<file path="src/ccr_pkg.sv">
package ccr_pkg;
    // Register word and link widths
    localparam int CCR_DW = 16;
    localparam int CCR_AW = 4;
    localparam int CCR_FRAME_BITS = 24;

    // Device register addresses
    localparam logic [3:0] CCR_ADDR_CONFIG = 4'h0;
    localparam logic [3:0] CCR_ADDR_RSVD1  = 4'h1;
    localparam logic [3:0] CCR_ADDR_OFFSET = 4'h2;
    localparam logic [3:0] CCR_ADDR_RANGE  = 4'h3;

    // Power-on values
    localparam logic [15:0] CCR_CONFIG_RST = 16'h2000;
    localparam logic [15:0] CCR_RSVD1_RST  = 16'h2A0E;
    localparam logic [15:0] CCR_OFFSET_RST = 16'h0000;
    localparam logic [15:0] CCR_RANGE_RST  = 16'h4000;
    localparam logic [15:0] CCR_ZERO       = 16'h0000;

    // Main configuration word fields
    localparam int CCR_BIT_CAL     = 15;
    localparam int CCR_BIT_PHASE   = 14;
    localparam int CCR_BIT_SWING   = 13;
    localparam int CCR_BIT_PATTERN = 12;
    localparam int CCR_BIT_IPD     = 11;
    localparam int CCR_BIT_QPD     = 10;
    localparam int CCR_BIT_LOWRATE = 8;
    localparam int CCR_BIT_DES     = 7;
    localparam int CCR_BIT_INSEL   = 6;
    localparam int CCR_BIT_SHORT   = 5;
    localparam int CCR_BIT_TWOS    = 4;
    localparam int CCR_BIT_STAMP   = 3;
    localparam logic [2:0] CCR_SHORT_MODE = 3'h5;

    // Trim word fields
    localparam int CCR_BIT_OFS_SIGN = 12;
    localparam int CCR_OFS_MAG_W    = 12;
    localparam int CCR_RANGE_W      = 15;
    localparam int CCR_MONO_BITS    = 9;

    // Serial frame layout: read flag, three zeros, address, data
    localparam int CCR_FRAME_RW   = 23;
    localparam int CCR_FRAME_ADDR = 16;
    localparam logic [4:0] CCR_HDR_LAST   = 5'h07;
    localparam logic [4:0] CCR_FRAME_LAST = 5'h17;
    localparam logic [4:0] CCR_CNT_ZERO   = 5'h00;
    localparam logic [4:0] CCR_CNT_ONE    = 5'h01;

    // Host command port registers
    localparam logic [1:0] CCR_H_TXDATA = 2'h0;
    localparam logic [1:0] CCR_H_CMD    = 2'h1;
    localparam logic [1:0] CCR_H_STATUS = 2'h2;
    localparam logic [1:0] CCR_H_RXDATA = 2'h3;
    localparam int CCR_CMD_RW = 4;

    typedef enum logic [1:0] {
        CCR_IDLE  = 2'h0,
        CCR_SHIFT = 2'h1,
        CCR_GAP   = 2'h3
    } ccr_host_state_t;
endpackage : ccr_pkg

</file>
<file path="src/ccr_link_if.sv">
`timescale 1ns/1ps
`default_nettype none
// Serial control link: host makes select and clock, device answers on miso
interface ccr_link_if;
    logic cs_n;
    logic sclk;
    logic mosi;
    logic miso;
    modport host   (output cs_n, output sclk, output mosi, input miso);
    modport device (input cs_n, input sclk, input mosi, output miso);
endinterface : ccr_link_if
`default_nettype wire

</file>
<file path="src/ccr_device.sv">
`timescale 1ns/1ps
`default_nettype none
module ccr_device
    import ccr_pkg::*;
(
    input  wire logic                     mclk,
    input  wire logic                     reset_n,
    ccr_link_if.device                    link,
    input  wire logic                     extended_control_mode,
    input  wire logic                     cal_pin,
    input  wire logic                     i_pd_pin,
    input  wire logic                     q_pd_pin,
    input  wire logic                     demux_enable,
    input  wire logic [CCR_DW-1:0]        pin_config,
    output logic                          cal_start,
    output logic                          clock_phase_select,
    output logic                          output_swing_high,
    output logic                          fixed_pattern_mode,
    output logic                          i_power_down,
    output logic                          q_power_down,
    output logic                          low_rate_select,
    output logic                          dual_edge_mode,
    output logic                          interleave_input_sel,
    output logic                          both_input_short,
    output logic                          twos_comp_output,
    output logic                          stamp_enable,
    output logic                          offset_sign,
    output logic [CCR_OFS_MAG_W-1:0]      offset_magnitude,
    output logic [CCR_RANGE_W-1:0]        range_magnitude,
    output logic [CCR_MONO_BITS-1:0]      range_coarse
);
    // Link state
    logic                      sclk_q, next_sclk_q;
    logic [4:0]                bit_count, next_bit_count;
    logic [CCR_FRAME_BITS-1:0] shift_in, next_shift_in;
    logic [CCR_DW-1:0]         shift_out, next_shift_out;
    logic                      sdo, next_sdo;
    // Register bank
    logic [CCR_DW-1:0] config_reg, next_config_reg;
    logic [CCR_DW-1:0] rsvd1_reg, next_rsvd1_reg;
    logic [CCR_DW-1:0] offset_reg, next_offset_reg;
    logic [CCR_DW-1:0] range_reg, next_range_reg;
    // Calibration arming
    logic cal_armed, next_cal_armed;
    logic next_cal_start;
    // Effective outputs
    logic [CCR_DW-1:0] cfg, ofs, rng;
    logic next_phase, next_swing, next_pattern, next_ipd, next_qpd, next_lowrate;
    logic next_des, next_insel, next_short, next_twos, next_stamp, next_osign;
    logic [CCR_OFS_MAG_W-1:0] next_omag;
    logic [CCR_RANGE_W-1:0]   next_rmag;
    logic sclk_rise, sclk_fall, cal_req;
    logic [CCR_FRAME_BITS-1:0] frame;

    // Read decode; unmapped addresses read as zero
    function automatic logic [CCR_DW-1:0] ccr_read(input logic [CCR_AW-1:0] a);
        case (a)
            CCR_ADDR_CONFIG: ccr_read = config_reg;
            CCR_ADDR_RSVD1:  ccr_read = rsvd1_reg;
            CCR_ADDR_OFFSET: ccr_read = offset_reg;
            CCR_ADDR_RANGE:  ccr_read = range_reg;
            default:         ccr_read = CCR_ZERO;
        endcase
    endfunction : ccr_read

    // Serial slave: sample on rising sclk, drive miso after falling sclk
    always_comb begin
        sclk_rise       = link.sclk & ~sclk_q & ~link.cs_n;
        sclk_fall       = ~link.sclk & sclk_q & ~link.cs_n;
        frame           = {shift_in[CCR_FRAME_BITS-2:0], link.mosi};
        next_sclk_q     = link.sclk;
        next_bit_count  = bit_count;
        next_shift_in   = shift_in;
        next_shift_out  = shift_out;
        next_sdo        = sdo;
        next_config_reg = config_reg;
        next_rsvd1_reg  = rsvd1_reg;
        next_offset_reg = offset_reg;
        next_range_reg  = range_reg;
        if (link.cs_n) begin
            next_bit_count = CCR_CNT_ZERO;
            next_shift_out = CCR_ZERO;
            next_sdo       = 1'b0;
        end else if (sclk_rise) begin
            next_shift_in  = frame;
            next_bit_count = bit_count + CCR_CNT_ONE;
            // Read word captured once the header is in
            if (bit_count == CCR_HDR_LAST) begin
                next_shift_out = frame[CCR_FRAME_RW - CCR_DW] ? ccr_read(frame[CCR_AW-1:0]) : CCR_ZERO;
            end
            // Whole word committed on the last bit; reserved bits kept as written
            if (bit_count == CCR_FRAME_LAST && !frame[CCR_FRAME_RW]) begin
                case (frame[CCR_FRAME_ADDR +: CCR_AW])
                    CCR_ADDR_CONFIG: next_config_reg = frame[CCR_DW-1:0];
                    CCR_ADDR_RSVD1:  next_rsvd1_reg  = frame[CCR_DW-1:0];
                    CCR_ADDR_OFFSET: next_offset_reg = frame[CCR_DW-1:0];
                    CCR_ADDR_RANGE:  next_range_reg  = frame[CCR_DW-1:0];
                    default:         next_config_reg = config_reg;
                endcase
            end
        end else if (sclk_fall && bit_count > CCR_HDR_LAST) begin
            next_sdo       = shift_out[CCR_DW-1];
            next_shift_out = {shift_out[CCR_DW-2:0], 1'b0};
        end
    end

    // Pin word takes over the config when not in extended control mode; trims use power-on values
    always_comb begin
        cfg = extended_control_mode ? config_reg : pin_config;
        ofs = extended_control_mode ? offset_reg : CCR_OFFSET_RST;
        rng = extended_control_mode ? range_reg  : CCR_RANGE_RST;
        // Bit and pin share one request; a new start needs both low first
        cal_req        = (extended_control_mode & config_reg[CCR_BIT_CAL]) | cal_pin;
        next_cal_start = cal_req & cal_armed;
        next_cal_armed = ~cal_req | (cal_armed & ~next_cal_start);
        next_phase   = cfg[CCR_BIT_PHASE] & demux_enable;
        next_swing   = cfg[CCR_BIT_SWING];
        next_pattern = cfg[CCR_BIT_PATTERN];
        next_ipd     = cfg[CCR_BIT_IPD] | i_pd_pin;
        next_qpd     = cfg[CCR_BIT_QPD] | q_pd_pin;
        next_lowrate = cfg[CCR_BIT_LOWRATE];
        next_des     = cfg[CCR_BIT_DES];
        next_insel   = cfg[CCR_BIT_DES] & cfg[CCR_BIT_INSEL];
        next_short   = cfg[CCR_BIT_DES -: 3] == CCR_SHORT_MODE;
        next_twos    = cfg[CCR_BIT_TWOS];
        next_stamp   = cfg[CCR_BIT_STAMP];
        next_osign   = ofs[CCR_BIT_OFS_SIGN];
        next_omag    = ofs[CCR_OFS_MAG_W-1:0];
        next_rmag    = rng[CCR_RANGE_W-1:0];
    end

    // Registers; the analog side may only rely on the coarse range bits
    always_ff @(posedge mclk or negedge reset_n) begin
        if (!reset_n) begin
            sclk_q               <= 1'b0;
            bit_count            <= CCR_CNT_ZERO;
            shift_in             <= '0;
            shift_out            <= CCR_ZERO;
            sdo                  <= 1'b0;
            config_reg           <= CCR_CONFIG_RST;
            rsvd1_reg            <= CCR_RSVD1_RST;
            offset_reg           <= CCR_OFFSET_RST;
            range_reg            <= CCR_RANGE_RST;
            cal_armed            <= 1'b0;
            cal_start            <= 1'b0;
            clock_phase_select   <= 1'b0;
            output_swing_high    <= 1'b0;
            fixed_pattern_mode   <= 1'b0;
            i_power_down         <= 1'b0;
            q_power_down         <= 1'b0;
            low_rate_select      <= 1'b0;
            dual_edge_mode       <= 1'b0;
            interleave_input_sel <= 1'b0;
            both_input_short     <= 1'b0;
            twos_comp_output     <= 1'b0;
            stamp_enable         <= 1'b0;
            offset_sign          <= 1'b0;
            offset_magnitude     <= '0;
            range_magnitude      <= '0;
            range_coarse         <= '0;
        end else begin
            sclk_q               <= next_sclk_q;
            bit_count            <= next_bit_count;
            shift_in             <= next_shift_in;
            shift_out            <= next_shift_out;
            sdo                  <= next_sdo;
            config_reg           <= next_config_reg;
            rsvd1_reg            <= next_rsvd1_reg;
            offset_reg           <= next_offset_reg;
            range_reg            <= next_range_reg;
            cal_armed            <= next_cal_armed;
            cal_start            <= next_cal_start;
            clock_phase_select   <= next_phase;
            output_swing_high    <= next_swing;
            fixed_pattern_mode   <= next_pattern;
            i_power_down         <= next_ipd;
            q_power_down         <= next_qpd;
            low_rate_select      <= next_lowrate;
            dual_edge_mode       <= next_des;
            interleave_input_sel <= next_insel;
            both_input_short     <= next_short;
            twos_comp_output     <= next_twos;
            stamp_enable         <= next_stamp;
            offset_sign          <= next_osign;
            offset_magnitude     <= next_omag;
            range_magnitude      <= next_rmag;
            range_coarse         <= next_rmag[CCR_RANGE_W-1 -: CCR_MONO_BITS];
        end
    end

    assign link.miso = sdo;
endmodule : ccr_device
`default_nettype wire

</file>
<file path="src/flat_wrapper.sv">
// flat-port wrapper written by rule: the top's interface ports become plain ports
module ccr_device_flat import ccr_pkg::*;
  (mclk, reset_n, extended_control_mode, cal_pin, i_pd_pin, q_pd_pin, demux_enable, pin_config, cal_start, clock_phase_select, output_swing_high, fixed_pattern_mode, i_power_down, q_power_down, low_rate_select, dual_edge_mode, interleave_input_sel, both_input_short, twos_comp_output, stamp_enable, offset_sign, offset_magnitude, range_magnitude, range_coarse, link_cs_n, link_sclk, link_mosi, link_miso);
  ccr_link_if link_i ();
  input  wire logic mclk;
  input  wire logic reset_n;
  input  wire logic extended_control_mode;
  input  wire logic cal_pin;
  input  wire logic i_pd_pin;
  input  wire logic q_pd_pin;
  input  wire logic demux_enable;
  input  wire logic [CCR_DW-1:0] pin_config;
  output logic cal_start;
  output logic clock_phase_select;
  output logic output_swing_high;
  output logic fixed_pattern_mode;
  output logic i_power_down;
  output logic q_power_down;
  output logic low_rate_select;
  output logic dual_edge_mode;
  output logic interleave_input_sel;
  output logic both_input_short;
  output logic twos_comp_output;
  output logic stamp_enable;
  output logic offset_sign;
  output logic [CCR_OFS_MAG_W-1:0] offset_magnitude;
  output logic [CCR_RANGE_W-1:0] range_magnitude;
  output logic [CCR_MONO_BITS-1:0] range_coarse;
  input wire logic [$bits(link_i.cs_n)-1:0] link_cs_n;
  input wire logic [$bits(link_i.sclk)-1:0] link_sclk;
  input wire logic [$bits(link_i.mosi)-1:0] link_mosi;
  output wire logic [$bits(link_i.miso)-1:0] link_miso;
  assign link_i.cs_n = link_cs_n;
  assign link_i.sclk = link_sclk;
  assign link_i.mosi = link_mosi;
  assign link_miso = link_i.miso;
  ccr_device u_core (.mclk(mclk), .reset_n(reset_n), .link(link_i), .extended_control_mode(extended_control_mode), .cal_pin(cal_pin), .i_pd_pin(i_pd_pin), .q_pd_pin(q_pd_pin), .demux_enable(demux_enable), .pin_config(pin_config), .cal_start(cal_start), .clock_phase_select(clock_phase_select), .output_swing_high(output_swing_high), .fixed_pattern_mode(fixed_pattern_mode), .i_power_down(i_power_down), .q_power_down(q_power_down), .low_rate_select(low_rate_select), .dual_edge_mode(dual_edge_mode), .interleave_input_sel(interleave_input_sel), .both_input_short(both_input_short), .twos_comp_output(twos_comp_output), .stamp_enable(stamp_enable), .offset_sign(offset_sign), .offset_magnitude(offset_magnitude), .range_magnitude(range_magnitude), .range_coarse(range_coarse));
endmodule
</file>
<file path="config.mk">
export PLATFORM = sky130hd
export DESIGN_NAME = ccr_device_flat
export DESIGN_NICKNAME = d
export VERILOG_FILES = /design/src/ccr_pkg.sv /design/src/ccr_link_if.sv /design/src/ccr_device.sv /design/src/flat_wrapper.sv
export SDC_FILE = /design/constraint.sdc
export NUM_CORES = 1
export LEC_CHECK = 0
export ABC_CLOCK_PERIOD_IN_PS = 2900
export BUFFER_PORTS_ARGS = -buffer_cell sky130_fd_sc_hd__buf_2
export CELL_PAD_IN_SITES_DETAIL_PLACEMENT = 1
export CELL_PAD_IN_SITES_GLOBAL_PLACEMENT = 1
export CORE_MARGIN = 4
export CORE_UTILIZATION = 50
export CTS_BUF_LIST = sky130_fd_sc_hd__clkbuf_8
export DETAILED_ROUTE_END_ITERATION = 10
export GPL_TIMING_DRIVEN = 0
export HOLD_SLACK_MARGIN = 0.1
export PLACE_DENSITY_LB_ADDON = 0.1
export SLEW_MARGIN = 40
export SYNTH_ARGS = -nofsm -noshare
export SYNTH_HDL_FRONTEND = slang
export SYNTH_SLANG_ARGS = --single-unit
</file>
<file path="constraint.sdc">
create_clock -name mclk -period 2.9 [get_ports mclk]
set_input_delay 0.29 -clock mclk [delete_from_list [all_inputs] [get_ports mclk]]
set_output_delay 0.29 -clock mclk [all_outputs]
set_load 0.02 [all_outputs]
</file>
==> results.sh, run 1 <==
export IMPL_syn_inst=438
export IMPL_root_buffer="clkbuf_8"
export IMPL_hold_slack_ps=157
export IMPL_grt_use_total_pct=21.2
export IMPL_period_minus_slack_ps=2800
export IMPL_synthMostInstantiatedCell="dfrtp_1"
export IMPL_crit_type="input port to flip-flop"
export IMPL_max_cap_violations=0
export IMPL_grt_overflow=0
export IMPL_busiest_layer="met2"
export IMPL_clk_path_buf_depth=2
export IMPL_max_slew_margin_pct=45.5
export IMPL_synthTopCellsByArea="dfrtp_1 (57%), mux2_2 (19%), mux2i_1 (5.7%)"
export IMPL_r2r_start="u_core.bit_count[3]$_DFFE_PN0P_"
export IMPL_ys_flop_type="dfrtp_1"
export IMPL_first_pass_iters=4
export IMPL_met3_usage_pct=6.03
export IMPL_final_max_slew_viol_count=0
export IMPL_drt_iter0_markers=175
export IMPL_grt_pass1_wl_um=23200
export IMPL_grt_max_degree=59
export IMPL_drive_gt1_share_pct=43.2
export IMPL_yosysTopAreaCell="dfrtp_1"
export IMPL_insertion_delay_ps=460
export IMPL_utilization_pct=61.6
export IMPL_die_area_um2=14500
export IMPL_first_global_vias=4240
export IMPL_total_power_uw=4200
export IMPL_worstPathMaxFanout=10
export IMPL_grt_use_met1_pct=27.2
export IMPL_post_route_period_util_pct=96.7
export IMPL_nFillCells=1218
export IMPL_yosys_warnings=0
export IMPL_min_path_type="input port to flip-flop"
export IMPL_min_from="pin_config[10]"
export IMPL_hpwl_um=9770
export IMPL_setup_violations_final=0
export IMPL_rrSetupSlack_ps=120
export IMPL_worst_slew_pin_slew_ps=818
export IMPL_coreArea_um2=12200
export IMPL_critPathArrivalTime_ps=3140
export IMPL_worst_r2r_cell_count=5
export IMPL_synth_edf_count=0
export IMPL_cts_buffers=17
export IMPL_status="completed"
export IMPL_fin_worst_skew_ps=6.84
export IMPL_synthToLayoutAreaGrowth_pct=18.7
export IMPL_final_cell_area_um2=7490
export IMPL_rows=40
export IMPL_yosysSeqAreaShare_pct=60.1
export IMPL_wl_per_cell_um=19.7
export IMPL_place_area_um2=6920
export IMPL_r2r_end="u_core.rsvd1_reg[10]$_DFFE_PN0P_"
export IMPL_totalWireLength_um=14300
export IMPL_regMostFlops="u_core.shift_in"
export IMPL_path_clk_slew_ps=70
export IMPL_final_setup_tns_ps=0
export IMPL_via_per_inst=5.38
export IMPL_grt_met2_usage_pct=34.8
export IMPL_yosys_register_bits=151
export IMPL_ys_types=39
export IMPL_antenna_left=0
export IMPL_leakagePower_uw=0.00381
export IMPL_cts_tree="built"
export IMPL_finalWeightedCongestion=0.772
export IMPL_async_reset_ff_share_pct=100
export IMPL_worstSetupStartpointType="input port"
export IMPL_antenna_found_initial=0
export IMPL_htreeDepth=4
export IMPL_hold_end="u_core.q_power_down$_DFF_PN0_"
export IMPL_synth_nets=465
export IMPL_start_util_pct=51.9
export IMPL_syn_cell_area_um2=6310
export IMPL_largest_reg_flops=23
export IMPL_end_kind="flip-flop"
export IMPL_antenna_cells=0
export IMPL_pwr_density_cell_nw_per_um2=561
export IMPL_worstPathRequired_ps=3240
export IMPL_layout_nets=570
export IMPL_rsz0062_at_grt="false"
export IMPL_ir_worst_vdd_mv=0.391
export IMPL_syn_area_per_cell_um2=14.4
export IMPL_clock_sinks=151
export IMPL_vias=3897
export IMPL_hold_viol_final=0
export IMPL_die_y_um=120
export IMPL_drcViolationCount=0
export IMPL_portBuffers=67
export IMPL_ys_top_cells_by_count="dfrtp_1 (143), mux2_2 (107), mux2i_1 (36), and2_1 (27), clkbuf_1 (20)"
export IMPL_holdPathStages=3
export IMPL_fp_dieW_um=120
export IMPL_io_pins=76
export IMPL_clock_fmax_ghz=0.357
export IMPL_synth_top_area_share_pct=56.7
-- logic make-up after synthesis --
kind of cell	Yosys count	synth area share [%]
flip-flops	151	60.1
adder cells (fa/ha/maj)	1	0.198
AO/OA/AOI/OAI	36	4.28
multiplexers	144	25.2
buffers and inverters	39	3.29
XOR/XNOR	4	0.555
AND/OR/NAND/NOR	63	6.45
-- per-stage QoR --
step	instances	setup slack, ps
after detailed placement	675	104
after global placement	673	-577
after CTS	722	77.7
after floorplan	438	404
final	724	95.1
after global routing	724	23.4
-- per-layer routing --
metal | share of wire (%) | wire length, µm | vias up
li1 | - | - | 1760
met1 | 45 | 6370 | 2021
met2 | 49 | 6970 | 94
met3 | 4.6 | 664 | 22
met4 | 2.0 | 287 | 0
met5 | 0 | 0 | -
-- report_power, final --
group | total [µW] | switching (µW) | internal, µW | leakage [µW]
clock network | 1580 | 737 | 839 | 0.000214
logic | 318 | 180 | 138 | 0.00156
registers | 2310 | 134 | 2170 | 0.00205
-- area by class of cell --
type | count | area, µm² | area share, %
clock buffer | 21 | 289 | 3.86
multi-input combinational | 248 | 2320 | 30.9
inverter | 3 | 11.3 | 0.150
timing repair buffer | 86 | 566 | 7.55
sequential | 151 | 3790 | 50.6
tap | 168 | 210 | 2.81
buffer | 36 | 200 | 2.67
clock inverter | 11 | 105 | 1.40
-- critical path, cell delays in order --
cell and delay (ps):
dlygate4sd3_1 550, buf_6 140, or3b_1 330, buf_2 180, or4_4 560, nor3b_4 510
buf_8 220, mux2_2 350
-- worst max path at each step --
| stage | start | endpoint | depth (start not counted) |
|---|---|---|---|
| after floorplan | u_core.bit_count[3]$_DFFE_PN0P_ | u_core.rsvd1_reg[10]$_DFFE_PN0P_ | 5 |
| after global placement | reset_n | u_core.fixed_pattern_mode$_DFF_PN0_ | 1 |
| after detailed placement | u_core.bit_count[3]$_DFFE_PN0P_ | u_core.rsvd1_reg[7]$_DFFE_PN0P_ | 5 |
| after CTS | link_cs_n | u_core.rsvd1_reg[10]$_DFFE_PN0P_ | 8 |
| after global routing | u_core.bit_count[0]$_DFFE_PN0P_ | u_core.shift_out[9]$_DFFE_PN0P_ | 7 |
| final | link_cs_n | u_core.rsvd1_reg[10]$_DFFE_PN0P_ | 8 |
-- placed cells by master (no fill, tap or decap), drive strengths merged, types with 6 or more instances in the layout --
cell type	n
clkinv	6
mux2	107
dfstp	8
and2	27
dlygate4sd3	15
o22ai	15
nor2	11
a22o	15
dfrtp	143
mux2i	36
clkbuf	41
buf	87
-- timing repair --
item                       CTS  global route
setup endpoints to repair    0            20
hold buffers                15             0
setup buffers                0             2
hold endpoints to repair   164             0
gates resized for setup      0             3
Power figures use the tool's default switching activity.
==> inputs of run 2 (changes only) <==
==> constraint.sdc (replaced) <==
create_clock -name mclk -period 2.9 [get_ports mclk]
set_input_delay 0.58 -clock mclk [delete_from_list [all_inputs] [get_ports mclk]]
set_output_delay 0.58 -clock mclk [all_outputs]
set_load 0.02 [all_outputs]
==> results.sh, run 2 (synthesized netlist as in run 1, its figures left out) <==
export IMPL_status="completed"
export IMPL_post_route_period_util_pct=96.3
export IMPL_worstSetupStartpointType="flip-flop"
export IMPL_grt_max_degree=59
export IMPL_drcViolationCount=0
export IMPL_die_area_um2=14500
export IMPL_cp_cell_sequence="or4b_2, or4_4, nor3b_4, buf_8, mux2_2"
export IMPL_hpwl_um=9770
export IMPL_fin_worst_skew_ps=7.94
export IMPL_nFillCells=1225
export IMPL_finalWeightedCongestion=0.772
export IMPL_cts_tree="built"
export IMPL_wl_per_cell_um=19.8
export IMPL_critPathBufInv=1
export IMPL_rsz0062_at_grt="false"
export IMPL_insertion_delay_ps=460
export IMPL_setup_violations_final=0
export IMPL_totalWireLength_um=14000
export IMPL_crit_type="flip-flop to flip-flop"
export IMPL_hold_viol_final=0
export IMPL_grt_overflow=0
export IMPL_place_area_um2=6920
export IMPL_post_place_cells=675
export IMPL_io_pins=76
export IMPL_cts_buffers=17
export IMPL_vias=3853
export IMPL_end_kind="flip-flop"
export IMPL_grt_use_total_pct=20.8
export IMPL_antenna_left=0
export IMPL_max_cap_violations=0
export IMPL_cp_slowest_cell="or4b_2"
export IMPL_fin_cells=710
export IMPL_drive_gt1_share_pct=44.3
export IMPL_grt_pass1_wl_um=22700
export IMPL_layout_nets=556
export IMPL_antenna_cells=0
export IMPL_drt_iter0_markers=180
export IMPL_via_per_inst=5.43
export IMPL_pwr_density_cell_nw_per_um2=569
export IMPL_period_minus_slack_ps=2790
export IMPL_antenna_found_initial=0
export IMPL_mostFrequentLayoutCells="dfrtp_1 (143), mux2_2 (107), buf_2 (67)"
export IMPL_hold_slack_ps=259
export IMPL_portBuffers=67
export IMPL_final_max_slew_viol_count=0
export IMPL_total_power_uw=4180
export IMPL_synthToLayoutAreaGrowth_pct=16.5
export IMPL_coreArea_um2=12200
export IMPL_final_common_cell="dfrtp_1"
export IMPL_ff_latch_area_um2=3790
export IMPL_clk_path_buf_depth=2
export IMPL_path_clk_slew_ps=70
export IMPL_leakagePower_uw=0.00376
export IMPL_first_pass_iters=4
export IMPL_slowest_delay_ps=690
export IMPL_worstPathMaxFanout=10
export IMPL_die_y_um=120
export IMPL_max_slew_margin_pct=45.1
export IMPL_worst_slew_pin_slew_ps=823
export IMPL_layout_setup_ws_ps=107
export IMPL_place_ws_ps=-129
export IMPL_start_util_pct=51.9
export IMPL_clock_fmax_ghz=0.358
export IMPL_largest_reg_flops=23
export IMPL_clock_sinks=151
export IMPL_first_global_vias=4182
export IMPL_root_buffer="clkbuf_8"
export IMPL_fp_dieW_um=120
export IMPL_multiInputGateArea_um2=2320
export IMPL_ir_worst_vdd_mv=0.388
export IMPL_rows=40
export IMPL_htreeDepth=4
export IMPL_worstPathRequired_ps=3230
export IMPL_final_cell_area_um2=7350
export IMPL_regMostFlops="u_core.shift_in"
export IMPL_min_path_type="input port to flip-flop"
export IMPL_critPathArrivalTime_ps=3130
export IMPL_cp_top_family="simple AND/OR/NAND/NOR gates"
run 2: cell count changes in the layout (fill, tap and decap cells not counted), sizes merged:
cell / change
dlygate4sd3: -14
run 2: per-stage QoR:
stage / TNS, ps / utilization [%]
after global placement: -125240 / 56.4
after detailed placement: -2910 / 56.9
after floorplan: 0 / -
final: 0 / 60.4
after global routing: 0 / 60.4
after CTS: 0 / 60.2
run 2: worst reg2reg max path: cells and delay by family, from the launching register on:
family        cells  cell delay, ps
mux               1             350
flops             1             410
simple gates      3            1690
buf+inv           1             230
run 2: area by class of cell:
class	count	area share, %
repair buffers	72	5.79
plain buffers	36	2.72
well taps	168	2.86
clock buffers	21	3.93
clock inverters	11	1.43
multi-input cells	248	31.5
flip-flops and latches	151	51.6
inverters	3	0.153
run 2: power breakdown:
part | internal (µW) | leakage (µW) | switching [µW] | total (µW)
Clock | 840 | 0.000214 | 737 | 1580
Sequential | 2170 | 0.00205 | 131 | 2300
Combinational | 126 | 0.00150 | 176 | 302
Total | 3140 | 0.00376 | 1040 | 4180
run 2: final timing paths:
kind	start	depth (start not counted)	slack [ps]	endpoint
hold / removal	link_sclk	1	260	u_core.sclk_q$_DFF_PN0_
min in group asynchronous	reset_n	2	590	u_core.range_magnitude[1]$_DFF_PN0_
max in group asynchronous	reset_n	3	1680	u_core.rsvd1_reg[13]$_DFFE_PN1P_
hold reg to reg	u_core.config_reg[2]$_DFFE_PN0P_	1	510	u_core.config_reg[2]$_DFFE_PN0P_
setup reg to reg	u_core.bit_count[3]$_DFFE_PN0P_	5	110	u_core.rsvd1_reg[10]$_DFFE_PN0P_
setup / recovery	u_core.bit_count[3]$_DFFE_PN0P_	5	110	u_core.rsvd1_reg[10]$_DFFE_PN0P_
run 2: per-layer routing:
layer  GRT usage, %  routed length (µm)  vias to the layer above
met1           27.0                6260                     2005
met3           6.03                 653                       21
met2           33.6                6830                       92
li1               -                   -                     1735
met4           7.15                 278                        0
met5              0                   0                        -
run 2: what timing repair did:
action	CTS	global route
hold endpoints to repair	34	0
resized for setup	0	3
hold buffers	1	0
buffers inserted	0	2
setup endpoints to repair	0	20
==> inputs of run 3 (changes only) <==
Settings changed: CORE_ASPECT_RATIO set to 1.75.
==> results.sh, run 3 (synthesized netlist as in run 1, its figures left out) <==
export IMPL_insertion_delay_ps=430
export IMPL_swShare_pct=24.7
export IMPL_grt_max_degree=54
export IMPL_max_cap_violations=0
export IMPL_pwr_density_cell_nw_per_um2=585
export IMPL_wl_met1_um=5370
export IMPL_leakagePower_uw=0.00375
export IMPL_cts_buffers=17
export IMPL_clock_fmax_ghz=0.355
export IMPL_wl_met2_um=8370
export IMPL_start_util_pct=50.7
export IMPL_place_area_um2=6920
export IMPL_synthToLayoutAreaGrowth_pct=16.8
export IMPL_path_clk_slew_ps=80
export IMPL_fin_worst_skew_ps=12.3
export IMPL_clk_path_buf_depth=2
export IMPL_coreArea_um2=12400
export IMPL_grt_pass1_wl_um=23500
export IMPL_layout_nets=554
export IMPL_grt_overflow=0
export IMPL_top_layer_used="met4"
export IMPL_post_route_period_util_pct=97.2
export IMPL_root_buffer="clkbuf_8"
export IMPL_wl_per_cell_um=20.5
export IMPL_dr_wl_met3_um=318
export IMPL_hpwl_um=10200
export IMPL_power_switching_uw=1070
export IMPL_ir_worst_vdd_mv=0.422
export IMPL_p_clk_share_pct=39.7
export IMPL_drcViolationCount=0
export IMPL_post_cts_resized=0
export IMPL_worstPathRequired_ps=3210
export IMPL_setup_violations_final=0
export IMPL_first_pass_iters=4
export IMPL_rows=54
export IMPL_totalWireLength_um=14500
export IMPL_final_common_cell="dfrtp_1"
export IMPL_hold_viol_final=0
export IMPL_cts_tree="built"
export IMPL_die_area_um2=14500
export IMPL_max_slew_margin_pct=44.5
export IMPL_worstPathMaxFanout=10
export IMPL_via_per_inst=5.41
export IMPL_post_place_cells=675
export IMPL_critPathArrivalTime_ps=3130
export IMPL_htreeDepth=4
export IMPL_utilization_pct=59.3
export IMPL_portBuffers=67
export IMPL_end_kind="flip-flop"
export IMPL_clock_sinks=151
export IMPL_largest_reg_flops=23
export IMPL_drive_gt1_share_pct=44.3
export IMPL_min_path_type="input port to flip-flop"
export IMPL_worstSetupStartpointType="flip-flop"
export IMPL_hold_slack_ps=290
export IMPL_crit_type="flip-flop to flip-flop"
export IMPL_fp_dieW_um=92.9
export IMPL_drt_iter0_markers=138
export IMPL_intPower_uw=3240
export IMPL_final_cell_area_um2=7370
export IMPL_io_pins=76
export IMPL_regMostFlops="u_core.shift_in"
export IMPL_worst_slew_pin_slew_ps=833
export IMPL_status="completed"
export IMPL_antenna_found_initial=0
export IMPL_pwr_share_comb_pct=7.2
export IMPL_vias=3832
export IMPL_seqPwrFrac_pct=53.2
export IMPL_antenna_cells=0
export IMPL_finalWeightedCongestion=0.818
export IMPL_grt_use_total_pct=21.5
export IMPL_fin_cells=708
export IMPL_mostFrequentLayoutCells="dfrtp_1 (143), mux2_2 (107), buf_2 (67)"
export IMPL_final_max_slew_viol_count=0
export IMPL_post_cts_buffers=0
export IMPL_die_y_um=157
export IMPL_rsz0062_at_grt="true"
export IMPL_antenna_left=0
export IMPL_period_minus_slack_ps=2820
export IMPL_first_global_vias=4326
[run 3: routing by layer]
metal  GRT usage [%]  vias to the layer above
met5               0                        -
met3            3.70                       28
met4            8.81                        0
met2            40.5                       69
met1            23.4                     2000
li1                -                     1735
[run 3: layout make-up]
cell class / instances / area (µm²)
sequential: 151 / 3790
timing repair buffer: 70 / 410
clock buffer: 21 / 289
tap: 168 / 210
clock inverter: 11 / 144
fill: 1294 / 5060
inverter: 3 / 11.3
buffer: 36 / 201
multi-input combinational: 248 / 2310
[run 3: critical path, stage by stage (launching register included)]
cell	delay, ps
dfrtp_1	430
or4b_2	700
or4_4	480
nor3b_4	490
buf_8	240
mux2_2	350
[run 3: path summary, 6_finish.rpt]
path                            cells after the start                       startpoint  slack (ps)                                    end
worst max-delay path                                5  u_core.bit_count[3]$_DFFE_PN0P_          80       u_core.rsvd1_reg[10]$_DFFE_PN0P_
worst min-delay path                                1                        link_sclk         290                u_core.sclk_q$_DFF_PN0_
worst max register to register                      5  u_core.bit_count[3]$_DFFE_PN0P_          80       u_core.rsvd1_reg[10]$_DFFE_PN0P_
worst min register to register                      1       u_core.cal_armed$_DFF_PN0_         490             u_core.cal_start$_DFF_PN0_
max in group asynchronous                           4                          reset_n        1310       u_core.range_reg[14]$_DFFE_PN1P_
min in group asynchronous                           2                          reset_n         630  u_core.interleave_input_sel$_DFF_PN0_
[run 3: stage by stage]
step / power, µW / setup slack, ps / setup TNS [ps]
after floorplan: 2460 / 198 / 0
after global placement: 2610 / -860 / -125380
after detailed placement: 2650 / -146 / -3810
after CTS: 4350 / 74.6 / 0
after global routing: 4490 / -17.6 / -43.5
final: 4310 / 81.9 / 0
[run 3: repair_timing]
action	CTS	global route
hold buffers	1	0
hold endpoints to repair	46	0
endpoints found under the setup margin	0	5
[run 3: power by group through the flow]
stage | sequential (µW) | clock [µW] | combinational [µW]
2_1_floorplan | 2290 | 0 | 170
5_1_grt | 2310 | 1850 | 339
3_5_place_dp | 2330 | 0 | 315
6_report | 2290 | 1710 | 309
3_3_place_gp | 2320 | 0 | 293
4_1_cts | 2290 | 1750 | 317
